[src/apop_pkg.sv]
/*
  Package for the converter parallel output port: widths, pipeline depth,
  carrier structs.
  Assumes one system clock clk_sys (100 MHz) and an async active-low reset.
*/
package apop_pkg;
  localparam int          RES_W      = 10;
  localparam int          PIPE_DEPTH = 2;
  localparam logic [RES_W-1:0] RES_RST = 10'h000;

  typedef struct packed {
    logic [RES_W-1:0] data;
    logic [RES_W-1:0] oe;
  } apop_bus_t;

  typedef struct packed {
    logic [2:0]       clk_sync;
    logic             clk_level;
    logic [2:0]       stby_sync;
    logic             standby;
    logic [2:0]       oen_sync;
    logic             out_en_n;
    logic [RES_W-1:0] stage0;
    logic [RES_W-1:0] stage1;
    logic [RES_W-1:0] result;
    apop_bus_t        bus;
  } apop_state_t;
endpackage : apop_pkg

[src/apop_port.sv]
/*
  Digital side of a pipelined 10-bit converter: samples on falling converter
  clock edges, two-stage pipeline, tri-state parallel result bus.
  Assumes conv_clk, standby_request, out_en_n and analog_input come from
  outside clk_sys; analog_input is the already quantised code.
  Holds the pin filters, the sample pipeline, the bus drivers and the
  assertions that guard them.
  Assumes analog_input is steady from before a falling converter clock edge
  until that edge has passed the pin filter, about four clk_sys cycles.
  Assumes the converter clock half period is well above four clk_sys cycles,
  so no edge is lost in the filter.
  The pad ring builds the tri-state pads from result_bits and result_bits_oe.
  Assumes nothing else drives the result pads.
*/
`timescale 1ns/10ps
module apop_port
(
  input  wire logic                      clk_sys,
  input  wire logic                      nrst,
  input  wire logic                      conv_clk,
  input  wire logic                      standby_request,
  input  wire logic                      out_en_n,
  input  wire logic [apop_pkg::RES_W-1:0] analog_input,
  output logic      [apop_pkg::RES_W-1:0] result_bits,
  output logic      [apop_pkg::RES_W-1:0] result_bits_oe,
  output logic                            standby
);
  apop_pkg::apop_state_t st;
  apop_pkg::apop_state_t next_st;
  logic                  fall_edge;
  logic                  drive;
  logic                  clk_agree;
  logic                  stby_agree;
  logic                  oen_agree;

  always_comb
  begin
    next_st = st;
    next_st.clk_sync  = {st.clk_sync[1:0], conv_clk};
    next_st.stby_sync = {st.stby_sync[1:0], standby_request};
    next_st.oen_sync  = {st.oen_sync[1:0], out_en_n};
    // Three-stage sync; level accepted once stages two and three agree
    clk_agree  = (st.clk_sync[1] == st.clk_sync[2]);
    stby_agree = (st.stby_sync[1] == st.stby_sync[2]);
    oen_agree  = (st.oen_sync[1] == st.oen_sync[2]);
    if (clk_agree)
      next_st.clk_level = st.clk_sync[2];
    if (stby_agree)
      next_st.standby = st.stby_sync[2];
    if (oen_agree)
      next_st.out_en_n = st.oen_sync[2];
    // One detection per edge: the filtered level drops in the same step
    fall_edge = st.clk_level && clk_agree && !st.clk_sync[2];
    // Standby freezes the pipeline, so stale codes appear after release
    if (fall_edge && !st.standby)
    begin
      next_st.stage0 = analog_input;
      next_st.stage1 = st.stage0;
      next_st.result = st.stage1;
    end
    drive = !st.out_en_n && !st.standby;
    next_st.bus.data = next_st.result;
    next_st.bus.oe   = drive ? '1 : '0;
  end

  always_ff @(posedge clk_sys or negedge nrst)
  begin
    if (!nrst)
    begin
      st <= '{clk_sync: 3'h0, clk_level: 1'b0, stby_sync: 3'h0, standby: 1'b0,
              oen_sync: 3'h7, out_en_n: 1'b1, stage0: apop_pkg::RES_RST,
              stage1: apop_pkg::RES_RST, result: apop_pkg::RES_RST,
              bus: '{data: apop_pkg::RES_RST, oe: 10'h000}};
    end
    else
      st <= next_st;
  end

  assign result_bits    = st.bus.data;
  assign result_bits_oe = st.bus.oe;
  assign standby        = st.standby;

  // Pin filters: a change counts only once two stages agree
  // Glitches shorter than one clk_sys cycle never reach the pipeline
  a_clk_sync_shift: assert property (@(posedge clk_sys) disable iff (!nrst)
    1'b1
    |=> st.clk_sync[2:1] == $past(st.clk_sync[1:0]))
    else $error("converter clock filter did not shift");

  a_clk_level_take: assert property (@(posedge clk_sys) disable iff (!nrst)
    clk_agree
    |=> st.clk_level == $past(st.clk_sync[2]))
    else $error("agreed clock level not taken");

  a_clk_level_hold: assert property (@(posedge clk_sys) disable iff (!nrst)
    !clk_agree
    |=> $stable(st.clk_level))
    else $error("clock level moved while stages disagree");

  a_fall_once: assert property (@(posedge clk_sys) disable iff (!nrst)
    fall_edge
    |=> !fall_edge)
    else $error("falling edge detected twice");

  a_stby_sync_shift: assert property (@(posedge clk_sys) disable iff (!nrst)
    1'b1
    |=> st.stby_sync[2:1] == $past(st.stby_sync[1:0]))
    else $error("standby filter did not shift");

  a_stby_take: assert property (@(posedge clk_sys) disable iff (!nrst)
    stby_agree
    |=> standby == $past(st.stby_sync[2]))
    else $error("agreed standby level not taken");

  a_stby_hold: assert property (@(posedge clk_sys) disable iff (!nrst)
    !stby_agree
    |=> $stable(standby))
    else $error("standby moved while stages disagree");

  a_oen_sync_shift: assert property (@(posedge clk_sys) disable iff (!nrst)
    1'b1
    |=> st.oen_sync[2:1] == $past(st.oen_sync[1:0]))
    else $error("enable filter did not shift");

  a_oen_take: assert property (@(posedge clk_sys) disable iff (!nrst)
    oen_agree
    |=> st.out_en_n == $past(st.oen_sync[2]))
    else $error("agreed enable level not taken");

  a_oen_hold: assert property (@(posedge clk_sys) disable iff (!nrst)
    !oen_agree
    |=> $stable(st.out_en_n))
    else $error("enable moved while stages disagree");

  // Sample pipeline and bus word
  a_sample_on_fall: assert property (@(posedge clk_sys) disable iff (!nrst)
    (fall_edge && !st.standby)
    |=> st.stage0 == $past(analog_input))
    else $error("sample not taken at falling edge");

  a_binary_pass: assert property (@(posedge clk_sys) disable iff (!nrst)
    (fall_edge && !st.standby)
    |=> st.stage0[apop_pkg::RES_W-1] == $past(analog_input[apop_pkg::RES_W-1]))
    else $error("top bit altered on capture");

  a_pipe_shift: assert property (@(posedge clk_sys) disable iff (!nrst)
    (fall_edge && !st.standby)
    |=> st.result == $past(st.stage1) && st.stage1 == $past(st.stage0))
    else $error("pipeline did not advance");

  a_stage_hold: assert property (@(posedge clk_sys) disable iff (!nrst)
    !fall_edge
    |=> $stable(st.stage0) && $stable(st.stage1))
    else $error("pipeline moved without falling edge");

  a_hold_between: assert property (@(posedge clk_sys) disable iff (!nrst)
    !fall_edge
    |=> $stable(st.result))
    else $error("result changed without falling edge");

  a_stby_freeze: assert property (@(posedge clk_sys) disable iff (!nrst)
    st.standby
    |=> $stable(st.stage0) && $stable(st.stage1) && $stable(st.result))
    else $error("pipeline moved during standby");

  a_bus_data: assert property (@(posedge clk_sys) disable iff (!nrst)
    (fall_edge && !st.standby)
    |=> result_bits == $past(st.stage1))
    else $error("bus word differs from pipeline");

  a_bus_hold: assert property (@(posedge clk_sys) disable iff (!nrst)
    !fall_edge
    |=> $stable(result_bits))
    else $error("bus word changed without falling edge");

  // Bus enables; the pads float whenever a bit of oe is low
  // Enables are filtered too, so the bus floats about five cycles late
  a_float_on_stby: assert property (@(posedge clk_sys) disable iff (!nrst)
    $past(st.standby)
    |-> result_bits_oe == 10'h000)
    else $error("bus driven during standby");

  a_float_on_oen: assert property (@(posedge clk_sys) disable iff (!nrst)
    $past(st.out_en_n)
    |-> result_bits_oe == 10'h000)
    else $error("bus driven with enable high");

  a_drive_when_en: assert property (@(posedge clk_sys) disable iff (!nrst)
    (!st.out_en_n && !st.standby)
    |=> result_bits_oe == 10'h3FF)
    else $error("bus not driven while enabled");

  a_oe_uniform: assert property (@(posedge clk_sys) disable iff (!nrst)
    1'b1
    |-> result_bits_oe == 10'h000 || result_bits_oe == 10'h3FF)
    else $error("bus enables differ between bits");

  a_oe_rise_cause: assert property (@(posedge clk_sys) disable iff (!nrst)
    $rose(result_bits_oe[0])
    |-> !$past(st.out_en_n) && !$past(st.standby))
    else $error("bus enabled without both enables low");

  a_oe_fall_cause: assert property (@(posedge clk_sys) disable iff (!nrst)
    $fell(result_bits_oe[0])
    |-> $past(st.out_en_n) || $past(st.standby))
    else $error("bus released without a cause");

  a_stby_pin_float: assert property (@(posedge clk_sys) disable iff (!nrst)
    standby
    |=> result_bits_oe == 10'h000)
    else $error("bus driven while standby shown");

  a_oe_stable: assert property (@(posedge clk_sys) disable iff (!nrst)
    ($stable(st.out_en_n) && $stable(st.standby))
    |=> $stable(result_bits_oe))
    else $error("bus enable moved with steady enables");

  a_drive_cause: assert property (@(posedge clk_sys) disable iff (!nrst)
    result_bits_oe == 10'h3FF
    |-> !$past(st.out_en_n) && !$past(st.standby))
    else $error("bus driven without both enables low");

endmodule : apop_port

[config.mk]
export PLATFORM = sky130hd
export DESIGN_NAME = apop_port
export DESIGN_NICKNAME = d
export VERILOG_FILES = /design/src/apop_pkg.sv /design/src/apop_port.sv
export SDC_FILE = /design/constraint.sdc
export NUM_CORES = 1
export LEC_CHECK = 0
export ABC_CLOCK_PERIOD_IN_PS = 4000
export BUFFER_PORTS_ARGS = -buffer_cell sky130_fd_sc_hd__buf_2
export CAP_MARGIN = 20
export CORE_MARGIN = 10
export CORE_UTILIZATION = 56
export CTS_CLUSTER_DIAMETER = 50
export DETAILED_ROUTE_END_ITERATION = 10
export PLACE_DENSITY = 0.9
export SLEW_MARGIN = 20
export SYNTH_ARGS = -nofsm -noshare
export SYNTH_HDL_FRONTEND = slang
export SYNTH_SLANG_ARGS = --single-unit
[constraint.sdc]
create_clock -name clk_sys -period 4 [get_ports clk_sys]
set_input_delay 0 -clock clk_sys [delete_from_list [all_inputs] [get_ports clk_sys]]
set_output_delay 0 -clock clk_sys [all_outputs]
set_load 0.01 [all_outputs]
# Word level (Yosys, flattened, before mapping)
# Cells that the tools add are included.
[totals]
reg_bits = 52
input_bits = 15
output_inout_bits = 21
elab_cells = 21
[op_classes]
eq_ne = 3
n_mux = 1
reduce_logical = 7
[op_table]
columns = ["operator", "count"]
rows = [
  ["10-bit 2-to-1 mux", 1],
  ["1-bit logical AND", 4],
  ["1-bit equality test", 3],
  ["1-bit zero test", 3],
]

# Depth between registers and ports, before layout
[logic_depth]
word_depth = 4
depth_mapped = 3
mapped_depth_nobuf = 2

# Worst setup path after synthesis
# OpenSTA, ideal clock, no wires.
[synth_timing]
path_type = "register -> register"
startpoint = "reg st, in the netlist standby"
endpoint = "reg st[40] (netlist bit)"
setup_ps = 125
arrival_time_ps = 1262
t_required_ps = 3875
path_slack_ps = 2613
stages_incl_launch_ff = 4
n_path_buf = 1
synth_period_minus_slack_ps = 1387
path_cell_list = "dfrtp_1 nor4b_4 buf_6 mux2_2"
[synth_between]
elab_chain_len = 2
[synth_lines]
columns = ["element", "line_no", "source"]
rows = [
  ["start: declaration", "apop_port.sv:28", "apop_pkg::apop_state_t st;"],
  ["start signal: assignment", "apop_port.sv:70", "st <= '{clk_sync: 3'h0, clk_level: 1'b0, stby_sync: 3'h0, standby: 1'b0,"],
  ["start signal: assignment", "apop_port.sv:76", "st <= next_st;"],
  ["1-bit zero test", "apop_port.sv:55", "if (fall_edge && !st.standby)"],
  ["1-bit logical AND", "apop_port.sv:55", ""],
]
# No other way between the ends.
# A chain may end at the register's enable or synchronous reset.

# Worst setup path after layout
[layout_timing]
startpoint = "reg st[61] (netlist bit)"
endpoint = "reg st, in the netlist result_bits[0]"
[layout_between]
elab_chain_len = 4
word_cells_on_any_way = 5
classes_between = "eq/ne (1); reduce/logical (4)"
[layout_lines]
columns = ["element", "line_no", "source"]
rows = [
  ["1-bit equality test", "apop_port.sv:43", "clk_agree = (st.clk_sync[1] == st.clk_sync[2]);"],
  ["1-bit logical AND", "apop_port.sv:53", "fall_edge = st.clk_level && clk_agree && !st.clk_sync[2];"],
  ["1-bit logical AND *", "apop_port.sv:53", ""],
  ["1-bit logical AND *", "apop_port.sv:55", ""],
]
# Every way passes the cells marked *; elsewhere a longest branch is shown, timed or not.

==> flow_summary.toml <==
[power]
power_density_nw_per_um2 = 625.9
vdd_drop_max_v = 0.0003532
leakagePower_uw = 0.0009270

[detailed_routing]
drc = 0
avgViaCountPerCell = 4.964
wirelength_um = 2575
first_pass_iters = 4
wire_per_inst_um = 15.42
antenna_left = 0
drt_iter0_markers = 45
vias = 829

[timing]
fin_ws_ns = 2.409
finClkSkew_ns = 0.004551
period_needed_ns = 1.591
slew_headroom = 0.4148
hold_viol = 0
fmax_mhz = 628.6
setup_tns_ns = 0
post-route-period-util = 0.3977
finalSetupViolations = 0
slew_viol_final = 0
rsz0062_at_grt = "no"
worst_pin_slew_ns = 0.8778

[finish]
area_growth_pct = 16.80
drive_above_1_share = 0.5588
final_cell_mix = "39 x dfrtp_1, 35 x buf_2, 28 x mux2_2, 14 x dlygate4sd3_1, 5 x clkbuf_4"
design_area_um2 = 1939
final_common_cell = "dfrtp_1"
fin_nets = 150
regArea_um2 = 1081
multi_input_area_um2 = 395.4
fillCellCount = 195
final_core_util = 0.6913
fin_cells = 167
diodes = 0

[yosys]
netlist.area_leader.share = 0.5878
synth-seq-cells = 43
synthTopCellsByArea = "dfrtp_1 59%, mux2_2 19%, buf_4 9.0%"
avgSynthCellArea_um2 = 16.44
ys_seq_area_frac = 0.6511
synthCells = 101
synth_top_area_cell = "dfrtp_1"
yosysWarnings = 0
synth_nets = 116
yosysUniqueCellTypes = 9
netlist_area_um2 = 1660

[clocking]
insertion_delay_ns = 0.34
post-cts-setup-buffers = 0
htree_levels = 2
cts_sinks = 43
clkSlewWorstSetupHoldPaths_ns = 0.11
cts_tree = "built"
clockBufferDepth = 2
numCtsBuffers = 5
cts_root_buffer = "clkbuf_4"

[min_path]
hp-class = "input pin to flip-flop"
min_path_cells = 2

[worst_setup_path]
crit_arrival_ns = 1.82
cp-end-kind = "flip-flop"
reg2reg_to = "result_bits[0]$_DFFE_PN0P_"
criticalPathCategory = "flip-flop to flip-flop"
crit_path_start = "st[61]$_DFF_PN0_"
start_kind = "flip-flop"
cpMaxStageDelayCell = "dfrtp_1"
crit_chain = "nor4b_4 -> buf_4 -> mux2_2"
rrSetupSlack_ns = 2.41
endpoint = "result_bits[0]$_DFFE_PN0P_"
timing.rr.start = "st[61]$_DFF_PN0_"
cpPeakStageDelay_ns = 0.44
crit_fanout = 30
required_ns = 4.23
reg2regPathDepth = 3

[outcome]
status = "completed"

[grt]
antenna_found_initial = 0
grt_pass1_wl_um = 4305
grtUsageTotal = 0.1043
grt_pass1_vias = 883
grt_max_degree = 44
grt.overflow.total = 0

[floorplan]
core_area_um2 = 2805
dieWidth_um = 74.45
ios = 36
fp-row-count = 19
initial_core_util = 0.5919
dieHeight_um = 74.45
die_area_um2 = 5543

[job]
drv_cap = 0

[place]
pre_cts_slack_ns = 2.413
port_buffers = 35
placed_cell_area_um2 = 1698
dpl.hpwl_um = 1757
placed_cells = 145
gp_congestion = 0.6955
[state kept, by name, summed over array words and instances (netlist names)]
register,count
standby,1
next_st,6
result_bits,10
st,25
result_bits_oe,1
[power breakdown]
group / switching [uW] / internal, uW / total (uW)
clock: 127 / 195 / 323
sequential: 67.4 / 571 / 639
combinational: 102 / 150 / 252
[logic make-up (layout without fill, tap and decap cells)]
kind of cell | count (synthesis) | after routing | share of synthesized area
simple gates | 2 | 2 | 0.01657
fa+ha+maj | 3 | 3 | 0.01809
flops | 43 | 43 | 0.6511
buf+inv | 23 | 58 | 0.1108
mux | 30 | 30 | 0.2035
[cell usage after synthesis]
cell	number
buf_4	20
buf_6	3
dfrtp_1	39
dfstp_2	4
maj3_1	3
mux2_1	2
mux2_2	28
nor2_1	1
nor4b_4	1
[metal layers]
layer	part of all wire	GRT usage	wire length, um	up-vias
li1	-	-	-	387
met1	0.39	0.1131	1011	411
met2	0.50	0.1662	1295	26
met3	0.087	0.04920	223	5
met4	0.017	0.05672	44	0
met5	0	0	0	-
[how the worst min path moves through the flow]
stage                         start                     to  slack [ns]
floorplan                      nrst  next_st[56]$_DFF_PN0_       -0.30
global placement           out_en_n  next_st[52]$_DFF_PN1_        0.11
detailed placement         out_en_n  next_st[52]$_DFF_PN1_        0.11
CTS                        out_en_n  next_st[52]$_DFF_PN1_        0.28
global route               out_en_n  next_st[52]$_DFF_PN1_        0.28
finish              standby_request  next_st[56]$_DFF_PN0_        0.30
[layout make-up]
type | count | share of cell area
well taps | 31 | 0.02000
clock buffers | 6 | 0.02129
clock inverters | 2 | 0.03097
flip-flops and latches | 43 | 0.5574
multi-input cells | 35 | 0.2039
repair buffers | 50 | 0.1665
[metrics by stage]
step           total power, uW  hold WS, ns
6_report                  1214       0.3017
5_1_grt                   1289       0.2773
4_1_cts                   1229       0.2783
3_5_place_dp             895.8       0.1094
3_3_place_gp             873.8       0.1054
2_1_floorplan            863.5      -0.2956
[critical path: cells and delay by family (launching register included)]
kind,cells,cell delay [ns]
flip-flops,1,0.44
multiplexers,1,0.39
buffers and inverters,1,0.38
AND/OR/NAND/NOR,1,0.27
[repair_timing]
action                     in CTS  in global routing
hold endpoints to repair       52                  0
hold buffers                   14                  0
setup endpoints to repair       0                  0
gates resized for setup         0                  0
No activity file was read; power rests on OpenSTA's default activity.
